==> config.mk <==
export PLATFORM = sky130hd
export DESIGN_NAME = sdp_pin_ctrl
export DESIGN_NICKNAME = d
export VERILOG_FILES = /design/src/include/sdp_pkg.sv /design/src/rtl/sdp_byte_lane.sv /design/src/rtl/sdp_pin_ctrl.sv
export SDC_FILE = /design/constraint.sdc
export NUM_CORES = 1
export LEC_CHECK = 0
export ABC_AREA = 0
export BUFFER_PORTS_ARGS = -buffer_cell sky130_fd_sc_hd__clkbuf_2
export CAP_MARGIN = 20
export CELL_PAD_IN_SITES_DETAIL_PLACEMENT = 1
export CELL_PAD_IN_SITES_GLOBAL_PLACEMENT = 2
export CORE_MARGIN = 1
export CORE_UTILIZATION = 25
export CTS_BUF_LIST = sky130_fd_sc_hd__clkbuf_4
export DETAILED_ROUTE_END_ITERATION = 6
export PLACE_DENSITY = 0.84
export SYNTH_ARGS = -nofsm -noshare
export SYNTH_HDL_FRONTEND = slang
export SYNTH_SLANG_ARGS = --single-unit
==> constraint.sdc <==
create_clock -name mclk -period 1.4 [get_ports mclk]
set_input_delay 0.35 -clock mclk [delete_from_list [all_inputs] [get_ports mclk]]
set_output_delay 0.35 -clock mclk [all_outputs]
set_load 0.01 [all_outputs]
==> src/include/sdp_pkg.sv <==
// Shared types and constants for the SDRAM pin control block
`default_nettype none
package sdp_pkg;
  // ----------------------------------------
  // Widths and latencies
  // ----------------------------------------
  localparam int unsigned DATA_W      = 16;
  localparam int unsigned LANE_W      = 8;
  localparam int unsigned LANES       = 2;
  localparam int unsigned ADDR_W      = 12;
  localparam int unsigned BANK_W      = 2;
  localparam int unsigned RD_MASK_LAT = 2;
  localparam int unsigned WR_MASK_LAT = 0;

  // ----------------------------------------
  // Reset values
  // ----------------------------------------
  localparam logic CKE_RST = 1'b1;

  // ----------------------------------------
  // Command codes: {row strobe, column strobe, write strobe}
  // ----------------------------------------
  typedef enum logic [2:0] {
    SDP_CMD_LOAD_MODE = 3'h0,
    SDP_CMD_REFRESH   = 3'h1,
    SDP_CMD_PRECHARGE = 3'h2,
    SDP_CMD_ACTIVE    = 3'h3,
    SDP_CMD_WRITE     = 3'h4,
    SDP_CMD_READ      = 3'h5,
    SDP_CMD_BURST_END = 3'h6,
    SDP_CMD_NOP       = 3'h7
  } sdp_cmd_t;

  // Gray codes along running -> power down -> suspend -> self refresh
  typedef enum logic [1:0] {
    SDP_RUN          = 2'h0,
    SDP_POWER_DOWN   = 2'h1,
    SDP_CLK_SUSPEND  = 2'h3,
    SDP_SELF_REFRESH = 2'h2
  } sdp_pwr_t;

  typedef struct packed {
    logic                valid;
    sdp_cmd_t            code;
    logic [BANK_W-1:0]   bank;
    logic [ADDR_W-1:0]   addr;
  } sdp_cmd_bus_t;

  localparam sdp_cmd_bus_t CMD_BUS_RST = '{valid: 1'b0, code: SDP_CMD_NOP, bank: '0, addr: '0};
endpackage : sdp_pkg
`default_nettype wire

==> src/rtl/sdp_byte_lane.sv <==
// One byte lane of the data lines with its mask pipeline
`timescale 1ns/1ns
`default_nettype none
module sdp_byte_lane
  import sdp_pkg::*;
#(
  parameter int unsigned W   = LANE_W,
  parameter int unsigned LAT = RD_MASK_LAT
) (
  input  wire logic         mclk,
  input  wire logic         reset,
  input  wire logic         edge_ok,
  input  wire logic         mask,
  input  wire logic         rd_window,
  input  wire logic [W-1:0] rd_data,
  input  wire logic         wr_window,
  input  wire logic [W-1:0] pin_in,
  output logic      [W-1:0] pin_out,
  output logic              pin_oe,
  output logic      [W-1:0] wr_data,
  output logic              wr_en
);
  typedef struct packed {
    logic [LAT-1:0] mpipe;
    logic [W-1:0]   dout;
    logic           oe;
    logic [W-1:0]   wdat;
    logic           wen;
  } sdp_lane_t;

  sdp_lane_t s_q;
  sdp_lane_t s_d;

  // ----------------------------------------
  // Next state
  // ----------------------------------------
  always_comb begin
    s_d     = s_q;
    s_d.wen = 1'b0;
    if (edge_ok) begin
      // Mask seen now drives the pins LAT edges later
      s_d.mpipe = {s_q.mpipe[LAT-2:0], mask};
      s_d.oe    = rd_window & ~s_q.mpipe[LAT-1];
      s_d.dout  = rd_data;
      // Write mask qualifies data of the same edge
      s_d.wen   = wr_window & ~mask;
      s_d.wdat  = pin_in;
    end
  end

  always_ff @(posedge mclk) begin
    if (reset) begin
      s_q <= '0;
    end else begin
      s_q <= s_d;
    end
  end

  assign pin_out = s_q.dout;
  assign pin_oe  = s_q.oe;
  assign wr_data = s_q.wdat;
  assign wr_en   = s_q.wen;
endmodule : sdp_byte_lane
`default_nettype wire

==> src/rtl/sdp_pin_ctrl.sv <==
// Pin-side command, clock gating and byte lane control of the SDRAM
`timescale 1ns/1ns
`default_nettype none
module sdp_pin_ctrl
  import sdp_pkg::*;
(
  input  wire logic              mclk,
  input  wire logic              reset,
  input  wire logic              clk_gate,
  input  wire logic              chip_sel_n,
  input  wire logic              row_strobe_n,
  input  wire logic              col_strobe_n,
  input  wire logic              wr_strobe_n,
  input  wire logic [BANK_W-1:0] bank_sel,
  input  wire logic [ADDR_W-1:0] addr,
  input  wire logic              low_byte_mask,
  input  wire logic              high_byte_mask,
  input  wire logic [DATA_W-1:0] data_lines_in,
  output logic      [DATA_W-1:0] data_lines_out,
  output logic      [LANES-1:0]  data_lines_oe,
  output sdp_cmd_bus_t           cmd,
  output sdp_pwr_t               pwr_state,
  output logic                   edge_valid,
  input  wire logic              rd_window,
  input  wire logic [DATA_W-1:0] rd_data,
  input  wire logic              wr_window,
  output logic      [DATA_W-1:0] wr_data,
  output logic      [LANES-1:0]  wr_byte_en
);
  // ----------------------------------------
  // State
  // ----------------------------------------
  typedef struct packed {
    logic         gate;
    sdp_pwr_t     pwr;
    sdp_cmd_bus_t cmd;
  } sdp_top_t;

  sdp_top_t s_q;
  sdp_top_t s_d;
  sdp_cmd_t strobe_code;
  logic     sel_refresh;
  logic     burst_busy;
  logic     gate_fall;

  // Strobes form one code together
  assign strobe_code = sdp_cmd_t'({row_strobe_n, col_strobe_n, wr_strobe_n});
  assign sel_refresh = ~chip_sel_n & (strobe_code == SDP_CMD_REFRESH);
  assign burst_busy  = rd_window | wr_window;
  // Gate read as a plain level; a synchroniser would move the edge it qualifies
  assign edge_valid  = clk_gate;
  assign gate_fall   = s_q.gate & ~clk_gate;

  // ----------------------------------------
  // Next state
  // ----------------------------------------
  always_comb begin
    s_d           = s_q;
    s_d.gate      = clk_gate;
    s_d.cmd.valid = 1'b0;
    // Low power entered only on the falling gate edge
    unique case (s_q.pwr)
      SDP_RUN: begin
        if (gate_fall) begin
          if (sel_refresh) begin
            s_d.pwr = SDP_SELF_REFRESH;
          end else if (burst_busy) begin
            // Burst in flight is frozen, not dropped
            s_d.pwr = SDP_CLK_SUSPEND;
          end else begin
            s_d.pwr = SDP_POWER_DOWN;
          end
        end
      end
      SDP_POWER_DOWN, SDP_CLK_SUSPEND, SDP_SELF_REFRESH: begin
        // Wake-up edge only; no command is taken on it
        if (clk_gate) begin
          s_d.pwr = SDP_RUN;
        end
      end
    endcase
    // Deselect holds code, bank and address as they were; valid clears
    if (clk_gate && !chip_sel_n && s_q.pwr == SDP_RUN) begin
      s_d.cmd.valid = (strobe_code != SDP_CMD_NOP);
      s_d.cmd.code  = strobe_code;
      s_d.cmd.bank  = bank_sel;
      s_d.cmd.addr  = addr;
    end
  end

  always_ff @(posedge mclk) begin
    if (reset) begin
      s_q.gate <= CKE_RST;
      s_q.pwr  <= SDP_RUN;
      s_q.cmd  <= CMD_BUS_RST;
    end else begin
      s_q <= s_d;
    end
  end

  assign cmd       = s_q.cmd;
  assign pwr_state = s_q.pwr;

  // ----------------------------------------
  // Byte lanes
  // ----------------------------------------
  logic [LANES-1:0] lane_mask;
  assign lane_mask = {high_byte_mask, low_byte_mask};

  for (genvar g = 0; g < LANES; g++) begin : g_lane
    sdp_byte_lane #(
      .W   (LANE_W),
      .LAT (RD_MASK_LAT)
    ) u_lane (
      .mclk      (mclk),
      .reset     (reset),
      .edge_ok   (clk_gate),
      .mask      (lane_mask[g]),
      .rd_window (rd_window),
      .rd_data   (rd_data[g*LANE_W +: LANE_W]),
      .wr_window (wr_window),
      .pin_in    (data_lines_in[g*LANE_W +: LANE_W]),
      .pin_out   (data_lines_out[g*LANE_W +: LANE_W]),
      .pin_oe    (data_lines_oe[g]),
      .wr_data   (wr_data[g*LANE_W +: LANE_W]),
      .wr_en     (wr_byte_en[g])
    );
  end
endmodule : sdp_pin_ctrl
`default_nettype wire

==> impl_metrics.env <==
export IMPL_relSlewSlack=0.849
export IMPL_fin_ws_ps=70.7
export IMPL_gr_total_overflow=0
export IMPL_cts_tree="done"
export IMPL_seq_area_frac_synth=0.471
export IMPL_antenna_found_initial=0
export IMPL_fmax_mhz=752
export IMPL_worstMarginPinSlew_ps=226
export IMPL_first_pass_iters=4
export IMPL_detail_route_antenna_nets=0
export IMPL_grt_max_degree=34
export IMPL_dr_first_iter_drc_count=24
export IMPL_htree_levels=3
export IMPL_worst_clock_skew_ps=9.05
export IMPL_worst_path_max_fanout=3
export IMPL_fin_crit_sh=0.949
export IMPL_endpoint="pwr_state[1]"
export IMPL_core_sq_mm=0.00991
export IMPL_grt_pass1_vias=1970
export IMPL_tns_ps=0
export IMPL_cap_violations=0
export IMPL_via_per_inst=4.14
export IMPL_die_h_um=104
export IMPL_globalplace_congestion=0.742
export IMPL_cts_buffers_inserted=9
export IMPL_synth_nets=334
export IMPL_finalNetCount=400
export IMPL_antenna_cells=0
export IMPL_finalSetupViolCount=0
export IMPL_rows=36
export IMPL_path_clk_slew_ps=110
export IMPL_required_ps=1050
export IMPL_clkSinkCount=61
export IMPL_critPathLaunchType="flip-flop"
export IMPL_critPathKind="reg2out"
export IMPL_io_buffers=113
export IMPL_r2r_end="cmd[16]"
export IMPL_power_per_cell_area_mw_per_mm2=1150
export IMPL_p_leak_uw=0.00151
export IMPL_grt_setup_unrepaired="no"
export IMPL_die_x_um=104
export IMPL_crit_path_end_kind="primary output"
export IMPL_synth_area_sq_mm=0.00259
export IMPL_clock_latency_ps=400
export IMPL_dpl_hpwl_um=4530
export IMPL_synth_avg_cell_area_sq_um=9.36
export IMPL_synth_cell_types=20
export IMPL_crit_slowest_cell="dfxtp_2"
export IMPL_drive_gt1_frac=0.437
export IMPL_place_inst=464
export IMPL_path_cells="buf_6 > buf_2"
export IMPL_synth_cells=277
export IMPL_gr_usage_all_layers=0.118
export IMPL_syn2layout_area_growth_pct=19.7
export IMPL_slowest_delay_ps=340
export IMPL_cp_arrival_ps=980
export IMPL_cp_num_buf_inv=2
export IMPL_clock_path_buffers=2
export IMPL_vias=1989
export IMPL_routed_wl_um=6060
export IMPL_grt_pass1_wl_um=9850
export IMPL_worst_path_stages=2
export IMPL_root_buffer="clkbuf_4"
export IMPL_period_needed_ps=1330
export IMPL_synth_warnings=0
export IMPL_hold_path_class="in2reg"
export IMPL_worstRegToRegCells=3
export IMPL_vdd_ir_drop_max_mv=0.358
export IMPL_worstReg2RegStart="pwr_state[1]"
export IMPL_reg2reg_slack_ps=80
export IMPL_status="finished clean"
export IMPL_io_pins=114
export IMPL_critPathTopFamily="flip-flops"
export IMPL_total_power_uw=3570
export IMPL_final_hold_violation_count=0
export IMPL_dp_slack_ps=-97.8
export IMPL_cp_startpoint="pwr_state[1]"
export IMPL_drv_slew=0
export IMPL_drc=0
export IMPL_die_area_sq_mm=0.0108
export IMPL_synth_seq_cells=61
export IMPL_wl_per_cell_um=12.6
export IMPL_fin_cells=481
export IMPL_start_util=0.262
cell usage in the layout, fill, tap and decap left out:
cell type / synthesis / routed
nand3b_1: 3 / 3
a311oi_2: 1 / 1
or2_2: 1 / 1
clkinvlp_4: 0 / 3
dfxtp_2: 0 / 2
nor3_2: 0 / 3
nand2_1: 28 / 28
a21oi_1: 17 / 17
clkbuf_2: 0 / 111
dfxtp_1: 61 / 59
nor4b_4: 1 / 1
nor3_1: 7 / 4
bufinv_16: 0 / 1
or4b_2: 1 / 1
mux2i_1: 36 / 36
clkinv_1: 0 / 1
buf_6: 2 / 3
a211oi_1: 1 / 1
a31oi_1: 1 / 1
or4b_4: 0 / 1
buf_4: 57 / 11
inv_1: 2 / 2
buf_12: 0 / 1
buf_2: 6 / 1
nand2b_1: 2 / 2
nor2_1: 42 / 42
clkbuf_4: 0 / 9
clkinv_2: 0 / 2
cells in the mapped netlist:
master,count,area share
a31oi_1,1,0.0024
or2_2,1,0.0024
or4b_2,1,0.0039
a311oi_2,1,0.0058
buf_6,2,0.0087
nand2_1,28,0.041
dfxtp_1,61,0.47
inv_1,2,0.0029
nor4b_4,1,0.0092
nand3b_1,3,0.0087
buf_4,57,0.17
or4b_1,1,0.0039
buf_2,6,0.012
clkbuf_1,7,0.010
nor2_1,42,0.061
nand2b_1,2,0.0048
a211oi_1,1,0.0029
nor3_1,7,0.014
mux2i_1,36,0.14
a21oi_1,17,0.033
final cells by class:
type	instances	area (sq um)
multi-input cells	142	876
clock buffers	9	67.6
well taps	133	166
repair buffers	127	697
flip-flops and latches	61	1220
clock inverters	7	66.3
fillers	1220	6810
inverters	2	7.51
through the flow:
step           hold slack, ps  area (sq um)  utilization
6_report                  110          3100        0.313
5_1_grt                  55.6          3100        0.313
4_1_cts                  76.5          3080        0.311
3_5_place_dp              451          2950        0.297
3_3_place_gp              441          2950        0.297
2_1_floorplan             422          2620            -
worst min-delay path by stage:
stage                   startpoint                     end  slack [ps]  cells past startpoint
floorplan            low_byte_mask  g_lane[0].u_lane.wr_en         420                      1
global route         low_byte_mask  g_lane[0].u_lane.wr_en          60                      2
detailed placement          cmd[9]                  cmd[9]         450                      2
CTS                 high_byte_mask  g_lane[1].u_lane.wr_en          80                      2
global placement            cmd[6]                  cmd[6]         440                      2
finish              high_byte_mask  g_lane[1].u_lane.wr_en         110                      2
sequential cells by signal (all words and copies together), names as in the netlist:
| register | flops |
|---|---|
| g_lane.u_lane.s_q | 4 |
| pwr_state | 2 |
| g_lane.u_lane.wr_en | 2 |
| g_lane.u_lane.wr_data | 16 |
| g_lane.u_lane.pin_oe | 2 |
| g_lane.u_lane.pin_out | 16 |
| cmd | 18 |
| s_q | 1 |
power by group:
part | internal (uW) | switching (uW)
Combinational | 238 | 255
Clock | 531 | 667
Sequential | 1830 | 48.2
Total | 2600 | 970
routing by layer:
metal	GRT usage	routed length [um]	part of all wire
met5	0	0	0
met4	0.0551	110	0.018
met3	0.0472	446	0.074
met2	0.186	2770	0.46
met1	0.140	2730	0.45
repair_timing:
item	in CTS	in global routing
gates cloned	0	0
setup buffers	0	1
hold buffers	0	0
pin swaps	0	0
endpoints found under the setup margin	1	2
gates resized for setup	1	5
cell families (layout without fill, tap and decap cells):
kind of cell,Yosys count,in the layout,share of synthesized area
multiplexers,36,36,0.139
AO/OA/AOI/OAI,20,20,0.0439
buffers and inverters,74,145,0.198
AND/OR/NAND/NOR,86,86,0.148
flip-flops,61,61,0.471
(Power assumes the default switching activity.)
